$ cat src/inc/svi_pkg.sv
// Constants and types shared by the single-vector interrupt unit
package svi_pkg;
   localparam int unsigned DATA_W   = 8;
   localparam int unsigned ADDR_W   = 8;
   localparam int unsigned PC_W     = 16;
   localparam int unsigned NUM_SRC  = 4;

   // Register offsets
   localparam logic [7:0]  MODE_ADDR     = 8'hDF;
   localparam logic [7:0]  SRC_EN_ADDR   = 8'hF8;
   localparam logic [7:0]  SRC_PEND_ADDR = 8'hF9;

   // System mode register fields and reset values
   localparam int unsigned GIE_BIT   = 2;
   localparam int unsigned PAGE_LSB  = 0;
   localparam int unsigned PAGE_W    = 2;
   localparam logic [1:0]  PAGE_RST  = 2'h0;
   localparam logic        GIE_RST   = 1'b0;
   localparam logic [3:0]  EN_RST    = 4'h0;
   localparam logic [3:0]  PEND_RST  = 4'h0;

   // Source positions in the enable and pending registers
   localparam int unsigned SRC_PWM_OVF  = 0;
   localparam int unsigned SRC_T0_MATCH = 1;
   localparam int unsigned SRC_P0_PIN0  = 2;
   localparam int unsigned SRC_P0_PIN1  = 3;

   // Shared vector location
   localparam logic [15:0] VEC_HI_ADDR = 16'h0000;
   localparam logic [15:0] VEC_LO_ADDR = 16'h0001;

   typedef enum logic [3:0] {
      ST_IDLE,
      ST_PUSH_LO,
      ST_PUSH_HI,
      ST_PUSH_FL,
      ST_VEC_HI,
      ST_VEC_LO,
      ST_VEC_CAP,
      ST_VEC_BR,
      ST_POP_FL,
      ST_POP_HI,
      ST_POP_LO,
      ST_POP_CAP,
      ST_RET
   } svi_state_t;
endpackage

$ cat src/inc/svi_src_if.sv
// Source flag bundle between the control core and the pending bank
`timescale 1ns/1ps
interface svi_src_if;
   logic [3:0] src_event;
   logic [3:0] src_en;
   logic [3:0] pend_clr;
   logic [3:0] pend;
   logic       hit;

   modport bank (
      input  src_event,
      input  src_en,
      input  pend_clr,
      output pend,
      output hit
   );
   modport ctl (
      output src_event,
      output src_en,
      output pend_clr,
      input  pend,
      input  hit
   );
endinterface

$ cat src/rtl/svi_top.sv
// Single-vector interrupt unit: enables, request, entry and return sequences
`timescale 1ns/1ps
module svi_top (
   input  wire logic        i_core_clk,
   input  wire logic        i_reset,
   // Register port
   input  wire logic [7:0]  i_reg_addr,
   input  wire logic [7:0]  i_reg_wdata,
   input  wire logic        i_reg_wr,
   input  wire logic        i_reg_rd,
   output logic [7:0]       o_reg_rdata,
   // Peripheral events
   input  wire logic        i_pwm_ovf_evt,
   input  wire logic        i_t0_match_evt,
   input  wire logic        i_port0_pin0_ext_irq,
   input  wire logic        i_port0_pin1_ext_irq,
   // CPU side
   input  wire logic        i_instr_end,
   input  wire logic        i_global_irq_on_instr,
   input  wire logic        i_global_irq_off_instr,
   input  wire logic        i_return_from_irq_instr,
   input  wire logic [15:0] i_cpu_pc,
   input  wire logic [7:0]  i_cpu_flags,
   input  wire logic [7:0]  i_stk_rdata,
   input  wire logic [7:0]  i_vec_rdata,
   output logic             o_irq_req,
   output logic             o_irq_ack,
   output logic             o_busy,
   output logic             o_stk_push,
   output logic             o_stk_pop,
   output logic [7:0]       o_stk_wdata,
   output logic             o_vec_rd,
   output logic [15:0]      o_vec_addr,
   output logic             o_branch,
   output logic [15:0]      o_branch_addr,
   output logic             o_ret,
   output logic [15:0]      o_ret_pc,
   output logic [7:0]       o_ret_flags,
   output logic             o_global_irq_enable
);
   svi_src_if src ();

   svi_pkg::svi_state_t state_ff;

   logic        gie_ff;
   logic [1:0]  page_ff;
   logic [3:0]  src_en_ff;
   logic        irq_req_ff;
   logic        irq_ack_ff;
   logic        busy_ff;
   logic        stk_push_ff;
   logic        stk_pop_ff;
   logic [7:0]  stk_wdata_ff;
   logic        vec_rd_ff;
   logic [15:0] vec_addr_ff;
   logic        branch_ff;
   logic [15:0] branch_addr_ff;
   logic        ret_ff;
   logic [15:0] ret_pc_ff;
   logic [7:0]  ret_flags_ff;
   logic [15:0] saved_pc_ff;
   logic [7:0]  saved_flags_ff;
   logic [7:0]  vec_hi_ff;
   logic [7:0]  pop_flags_ff;
   logic [7:0]  pop_pch_ff;

   logic        mode_wr;
   logic        en_wr;
   logic [3:0]  pend_clr;
   logic [7:0]  mode_val;
   logic        accept;
   logic        ret_start;
   logic        ret_done;

   assign src.src_event[svi_pkg::SRC_PWM_OVF]  = i_pwm_ovf_evt;
   assign src.src_event[svi_pkg::SRC_T0_MATCH] = i_t0_match_evt;
   assign src.src_event[svi_pkg::SRC_P0_PIN0]  = i_port0_pin0_ext_irq;
   assign src.src_event[svi_pkg::SRC_P0_PIN1]  = i_port0_pin1_ext_irq;
   assign src.src_en   = src_en_ff;
   assign src.pend_clr = pend_clr;

   svi_pend_bank u_pend (
      .i_core_clk (i_core_clk),
      .i_reset    (i_reset),
      .src        (src.bank)
   );

   always_comb begin
      mode_val = 8'h00;
      mode_val[svi_pkg::GIE_BIT] = gie_ff;
      mode_val[svi_pkg::PAGE_LSB +: svi_pkg::PAGE_W] = page_ff;
   end

   svi_reg_port u_regs (
      .i_core_clk (i_core_clk),
      .i_reset    (i_reset),
      .i_addr     (i_reg_addr),
      .i_wdata    (i_reg_wdata),
      .i_wr       (i_reg_wr),
      .i_rd       (i_reg_rd),
      .i_mode_val (mode_val),
      .i_en_val   (src_en_ff),
      .i_pend_val (src.pend),
      .o_mode_wr  (mode_wr),
      .o_en_wr    (en_wr),
      .o_pend_clr (pend_clr),
      .o_rdata    (o_reg_rdata)
   );

   assign accept    = (state_ff == svi_pkg::ST_IDLE) && i_instr_end && gie_ff && src.hit;
   assign ret_start = (state_ff == svi_pkg::ST_IDLE) && !accept && i_return_from_irq_instr;
   assign ret_done  = (state_ff == svi_pkg::ST_RET);

   // Global enable and page select
   always_ff @(posedge i_core_clk) begin
      if (i_reset) begin
         gie_ff  <= svi_pkg::GIE_RST;
         page_ff <= svi_pkg::PAGE_RST;
      end else begin
         if (accept) begin
            gie_ff <= 1'b0;
         end else if (ret_done) begin
            gie_ff <= 1'b1;
         end else if (i_global_irq_off_instr) begin
            gie_ff <= 1'b0;
         end else if (i_global_irq_on_instr) begin
            gie_ff <= 1'b1;
         end else if (mode_wr) begin
            gie_ff <= i_reg_wdata[svi_pkg::GIE_BIT];
         end
         if (mode_wr) begin
            page_ff <= i_reg_wdata[svi_pkg::PAGE_LSB +: svi_pkg::PAGE_W];
         end
      end
   end

   // Source enables
   always_ff @(posedge i_core_clk) begin
      if (i_reset) begin
         src_en_ff <= svi_pkg::EN_RST;
      end else if (en_wr) begin
         src_en_ff <= i_reg_wdata[3:0];
      end
   end

   always_ff @(posedge i_core_clk) begin
      if (i_reset) begin
         irq_req_ff <= 1'b0;
      end else begin
         irq_req_ff <= gie_ff && src.hit;
      end
   end

   // Entry and return sequencer
   always_ff @(posedge i_core_clk) begin
      if (i_reset) begin
         state_ff       <= svi_pkg::ST_IDLE;
         irq_ack_ff     <= 1'b0;
         busy_ff        <= 1'b0;
         stk_push_ff    <= 1'b0;
         stk_pop_ff     <= 1'b0;
         stk_wdata_ff   <= 8'h00;
         vec_rd_ff      <= 1'b0;
         vec_addr_ff    <= 16'h0000;
         branch_ff      <= 1'b0;
         branch_addr_ff <= 16'h0000;
         ret_ff         <= 1'b0;
         ret_pc_ff      <= 16'h0000;
         ret_flags_ff   <= 8'h00;
         saved_pc_ff    <= 16'h0000;
         saved_flags_ff <= 8'h00;
         vec_hi_ff      <= 8'h00;
         pop_flags_ff   <= 8'h00;
         pop_pch_ff     <= 8'h00;
      end else begin
         irq_ack_ff  <= 1'b0;
         stk_push_ff <= 1'b0;
         stk_pop_ff  <= 1'b0;
         vec_rd_ff   <= 1'b0;
         branch_ff   <= 1'b0;
         ret_ff      <= 1'b0;
         case (state_ff)
            svi_pkg::ST_IDLE: begin
               if (accept) begin
                  irq_ack_ff     <= 1'b1;
                  busy_ff        <= 1'b1;
                  saved_pc_ff    <= i_cpu_pc;
                  saved_flags_ff <= i_cpu_flags;
                  state_ff       <= svi_pkg::ST_PUSH_LO;
               end else if (ret_start) begin
                  busy_ff  <= 1'b1;
                  state_ff <= svi_pkg::ST_POP_FL;
               end
            end
            svi_pkg::ST_PUSH_LO: begin
               stk_push_ff  <= 1'b1;
               stk_wdata_ff <= saved_pc_ff[7:0];
               state_ff     <= svi_pkg::ST_PUSH_HI;
            end
            svi_pkg::ST_PUSH_HI: begin
               stk_push_ff  <= 1'b1;
               stk_wdata_ff <= saved_pc_ff[15:8];
               state_ff     <= svi_pkg::ST_PUSH_FL;
            end
            svi_pkg::ST_PUSH_FL: begin
               stk_push_ff  <= 1'b1;
               stk_wdata_ff <= saved_flags_ff;
               state_ff     <= svi_pkg::ST_VEC_HI;
            end
            svi_pkg::ST_VEC_HI: begin
               vec_rd_ff   <= 1'b1;
               vec_addr_ff <= svi_pkg::VEC_HI_ADDR;
               state_ff    <= svi_pkg::ST_VEC_LO;
            end
            svi_pkg::ST_VEC_LO: begin
               vec_rd_ff   <= 1'b1;
               vec_addr_ff <= svi_pkg::VEC_LO_ADDR;
               state_ff    <= svi_pkg::ST_VEC_CAP;
            end
            svi_pkg::ST_VEC_CAP: begin
               vec_hi_ff <= i_vec_rdata;
               state_ff  <= svi_pkg::ST_VEC_BR;
            end
            svi_pkg::ST_VEC_BR: begin
               branch_ff      <= 1'b1;
               branch_addr_ff <= {vec_hi_ff, i_vec_rdata};
               busy_ff        <= 1'b0;
               state_ff       <= svi_pkg::ST_IDLE;
            end
            svi_pkg::ST_POP_FL: begin
               stk_pop_ff <= 1'b1;
               state_ff   <= svi_pkg::ST_POP_HI;
            end
            svi_pkg::ST_POP_HI: begin
               stk_pop_ff <= 1'b1;
               state_ff   <= svi_pkg::ST_POP_LO;
            end
            svi_pkg::ST_POP_LO: begin
               stk_pop_ff   <= 1'b1;
               pop_flags_ff <= i_stk_rdata;
               state_ff     <= svi_pkg::ST_POP_CAP;
            end
            svi_pkg::ST_POP_CAP: begin
               pop_pch_ff <= i_stk_rdata;
               state_ff   <= svi_pkg::ST_RET;
            end
            svi_pkg::ST_RET: begin
               ret_ff       <= 1'b1;
               ret_pc_ff    <= {pop_pch_ff, i_stk_rdata};
               ret_flags_ff <= pop_flags_ff;
               busy_ff      <= 1'b0;
               state_ff     <= svi_pkg::ST_IDLE;
            end
            default: begin
               busy_ff  <= 1'b0;
               state_ff <= svi_pkg::ST_IDLE;
            end
         endcase
      end
   end

   assign o_irq_req           = irq_req_ff;
   assign o_irq_ack           = irq_ack_ff;
   assign o_busy              = busy_ff;
   assign o_stk_push          = stk_push_ff;
   assign o_stk_pop           = stk_pop_ff;
   assign o_stk_wdata         = stk_wdata_ff;
   assign o_vec_rd            = vec_rd_ff;
   assign o_vec_addr          = vec_addr_ff;
   assign o_branch            = branch_ff;
   assign o_branch_addr       = branch_addr_ff;
   assign o_ret               = ret_ff;
   assign o_ret_pc            = ret_pc_ff;
   assign o_ret_flags         = ret_flags_ff;
   assign o_global_irq_enable = gie_ff;
endmodule

$ cat src/rtl/svi_pend_bank.sv
// Pending flags for the interrupt sources
`timescale 1ns/1ps
module svi_pend_bank (
   input  wire logic i_core_clk,
   input  wire logic i_reset,
   svi_src_if.bank   src
);
   logic [3:0] pend_ff;

   genvar g;
   generate
      for (g = 0; g < 4; g = g + 1) begin : g_src
         always_ff @(posedge i_core_clk) begin
            if (i_reset) begin
               pend_ff[g] <= svi_pkg::PEND_RST[g];
            end else if (src.src_event[g]) begin
               pend_ff[g] <= 1'b1;
            end else if (src.pend_clr[g]) begin
               pend_ff[g] <= 1'b0;
            end
         end
      end
   endgenerate

   assign src.pend = pend_ff;
   assign src.hit  = |(pend_ff & src.src_en);
endmodule

$ cat src/rtl/svi_reg_port.sv
// Register port decode and registered read data
`timescale 1ns/1ps
module svi_reg_port (
   input  wire logic       i_core_clk,
   input  wire logic       i_reset,
   input  wire logic [7:0] i_addr,
   input  wire logic [7:0] i_wdata,
   input  wire logic       i_wr,
   input  wire logic       i_rd,
   input  wire logic [7:0] i_mode_val,
   input  wire logic [3:0] i_en_val,
   input  wire logic [3:0] i_pend_val,
   output logic            o_mode_wr,
   output logic            o_en_wr,
   output logic [3:0]      o_pend_clr,
   output logic [7:0]      o_rdata
);
   logic [7:0] rdata_ff;
   logic [7:0] nxt_rdata;

   assign o_mode_wr = i_wr && (i_addr == svi_pkg::MODE_ADDR);
   assign o_en_wr  = i_wr && (i_addr == svi_pkg::SRC_EN_ADDR);
   assign o_pend_clr = (i_wr && (i_addr == svi_pkg::SRC_PEND_ADDR)) ? ~i_wdata[3:0] : 4'h0;

   always_comb begin
      nxt_rdata = 8'h00;
      if (i_rd) begin
         case (i_addr)
            svi_pkg::MODE_ADDR:     nxt_rdata = i_mode_val;
            svi_pkg::SRC_EN_ADDR:   nxt_rdata = {4'h0, i_en_val};
            svi_pkg::SRC_PEND_ADDR: nxt_rdata = {4'h0, i_pend_val};
            default:                nxt_rdata = 8'h00;
         endcase
      end
   end

   // Read data stand only in the cycle after the strobe
   always_ff @(posedge i_core_clk) begin
      if (i_reset) begin
         rdata_ff <= 8'h00;
      end else begin
         rdata_ff <= nxt_rdata;
      end
   end

   assign o_rdata = rdata_ff;
endmodule

$ cat config.mk
export PLATFORM = sky130hd
export DESIGN_NAME = svi_top
export DESIGN_NICKNAME = d
export VERILOG_FILES = /design/src/inc/svi_pkg.sv /design/src/inc/svi_src_if.sv /design/src/rtl/svi_top.sv /design/src/rtl/svi_pend_bank.sv /design/src/rtl/svi_reg_port.sv
export SDC_FILE = /design/constraint.sdc
export NUM_CORES = 1
export LEC_CHECK = 0
export BUFFER_PORTS_ARGS = -buffer_cell sky130_fd_sc_hd__buf_2
export CORE_MARGIN = 3
export CORE_UTILIZATION = 40
export CTS_BUF_LIST = sky130_fd_sc_hd__clkbuf_8
export DETAILED_ROUTE_END_ITERATION = 6
export PLACE_DENSITY_LB_ADDON = 0.25
export SYNTH_ARGS = -nofsm -noshare
export SYNTH_HDL_FRONTEND = slang
export SYNTH_SLANG_ARGS = --single-unit
$ cat constraint.sdc
create_clock -name i_core_clk -period 1.8 [get_ports i_core_clk]
set_input_delay 0.36 -clock i_core_clk [delete_from_list [all_inputs] [get_ports i_core_clk]]
set_output_delay 0.36 -clock i_core_clk [all_outputs]
set_load 0.05 [all_outputs]
==> results_dict.tcl <==
set metrics [dict create \
    post_cts_buffers 0 \
    worst-r2r-cell-count 5 \
    io_pins 149 \
    whs_path_depth 2 \
    fin_crit_ps 1670 \
    area_delta_synth_final_pct 24.2 \
    ir_worst_vdd_uv 523 \
    holdWs_ps 137 \
    avgSynthCellArea_um2 9.01 \
    synthesis.area_um2 4750 \
    die-area_um2 13200 \
    root_buffer "clkbuf_8" \
    utilization_pct 51.2 \
    synth_edf_count 0 \
    globalRouteOverflowTotal 0 \
    cts.path.max_buffers 2 \
    ys_types 42 \
    antenna_found_initial 0 \
    cts_made_buffers 17 \
    num_antenna_cells 0 \
    postSynth.asyncResetShare_pct 0 \
    yosysTopAreaCellShare_pct 52.3 \
    fmax_ghz 0.600 \
    ys_warn_count 0 \
    ant_nets 0 \
    worstSetupStartpointType "register" \
    setup_viol 0 \
    syn_inst 527 \
    fin_worst_skew_ps 9.02 \
    yosysTopAreaCell "dfxtp_1" \
    tightest_slew_ps 630 \
    maxCapViolCount 0 \
    crit_arrival_ps 1980 \
    rows 39 \
    dp_hpwl_um 7990 \
    grt_usage_pct 17.2 \
    relSlewSlack_pct 58.0 \
    slew_violations 0 \
    wire_per_inst_um 13.6 \
    critical_path.max_fanout 25 \
    htreeDepth 4 \
    placed_cell_area_um2 5460 \
    multi_input_area_um2 2000 \
    power_density_nw_per_um2 1070 \
    routed_wl_um 11100 \
    clk_latency_ps 420 \
    dr.pass1.iters 4 \
    grt_max_degree 62 \
    initial_core_util_pct 41.2 \
    vias 3973 \
    portBuffers 125 \
    fp.dieW_um 115 \
    drive_above_1_share_pct 27.8 \
    fin_area_um2 5900 \
    crit_required_ps 2120 \
    ys_seq_elements 124 \
    cts_tree "done" \
    avgViaCountPerCell 4.90 \
    worst-setup-path-type "register to register" \
    core-area_um2 11500 \
    leakagePower_uw 0.00245 \
    drc 0 \
    cts_resized 0 \
    fillerInstances 1136 \
    nNetsFinal 723 \
    gp_congestion 0.776 \
    synth.most_common_cell "nand2_1" \
    min_period_over_period_pct 92.6 \
    ys_seq_area_share_pct 52.3 \
    rsz0062_at_grt "no" \
    seq_area_um2 2480 \
    synth_area_leaders "dfxtp_1 (52%), nand2_1 (9.9%), a21oi_1 (6.4%), mux2i_1 (4.8%), a22o_1 (4.8%)" \
    clk_pin_slew_ps 80 \
    synth_flop_cell "dfxtp_1" \
    hold_path.class "input port to register" \
    hold_viol 0 \
    grt_pass1_vias 3746 \
    cts_hold_buf 0 \
    status "finished clean" \
    cp-end-kind "register" \
    drtIter0Drc 319 \
    cts.sinks 124 \
    grt_pass1_wl_um 18100 \
    die_h_um 115 \
    synth_commonest_cells "nand2_1 (125), dfxtp_1 (124), a21oi_1 (61)" \
]
[registers in the layout (all words and copies together) (netlist names), 2 cells and up]
name             flops
pop_pch_ff           8
src.src_en           4
u_regs.o_rdata       4
u_pend.src.pend      4
o_stk_wdata          8
pop_flags_ff         8
state_ff             4
o_ret_flags          8
o_branch_addr       16
saved_pc_ff         16
page_ff              2
saved_flags_ff       8
o_ret_pc            16
vec_hi_ff            8
[area by class of cell]
| type | instances | share of cell area [%] |
|---|---|---|
| tap | 143 | 3.03 |
| clock buffer | 19 | 4.43 |
| sequential | 124 | 42.1 |
| inverter | 2 | 0.127 |
| timing repair buffer | 144 | 13.4 |
| multi-input combinational | 366 | 33.9 |
| clock inverter | 13 | 2.97 |
[path summary, 6_finish.rpt]
path | from | slack [ps] | to
hold / removal | i_cpu_flags[6] | 140 | saved_flags_ff[6]
setup / recovery | state_ff[3] | 130 | saved_pc_ff[2]
setup reg to reg | state_ff[3] | 130 | saved_pc_ff[2]
hold reg to reg | pop_flags_ff[3] | 450 | o_ret_flags[3]
[routing by layer]
metal	vias up	GRT usage (%)	part of all wire, %
met4	0	5.40	1.2
met5	-	0	0
met3	14	6.26	8.0
li1	2022	-	-
met1	1804	22.3	45
met2	133	26.9	46
[cells by family (layout without fill, tap and decap cells)]
group	after synthesis	count (layout)	synth area share, %
buffers and inverters	55	178	7.04
DFF	124	124	52.3
other	1	19	0.0790
and+or+nand+nor	201	201	18.7
muxes	27	27	5.80
AOI/OAI and AO/OA	119	119	16.1
[report_power, final]
part	internal, µW	switching (µW)
Clock	1570	1080
Sequential	2820	46.6
Combinational	236	561
[stage by stage]
stage	setup TNS [ps]	power, µW	setup slack (ps)	instances
6_report	0	6300	133	811
5_1_grt	0	6580	15.7	811
4_1_cts	0	6380	126	811
3_5_place_dp	-74.4	3720	-25.1	779
3_3_place_gp	0	3710	8.93	779
2_1_floorplan	0	3520	102	545
[cells in the final DEF, fill, tap and decap left out, types with 17 or more instances in the layout]
cell type  count
nor2_1        45
dfxtp_1      124
buf_2        125
conb_1        19
a21oi_1       61
a22o_1        26
clkbuf_8      19
mux2i_1       23
buf_4         17
nand2_1      125
[worst max-delay path, cell delays in order, from the launching register on]
cell and delay [ps]:
dfxtp_1 340, nor4_4 350, o2111ai_2 220, and2_1 240, buf_12 160, a22o_1 240
Power figures use the tool's default switching activity.
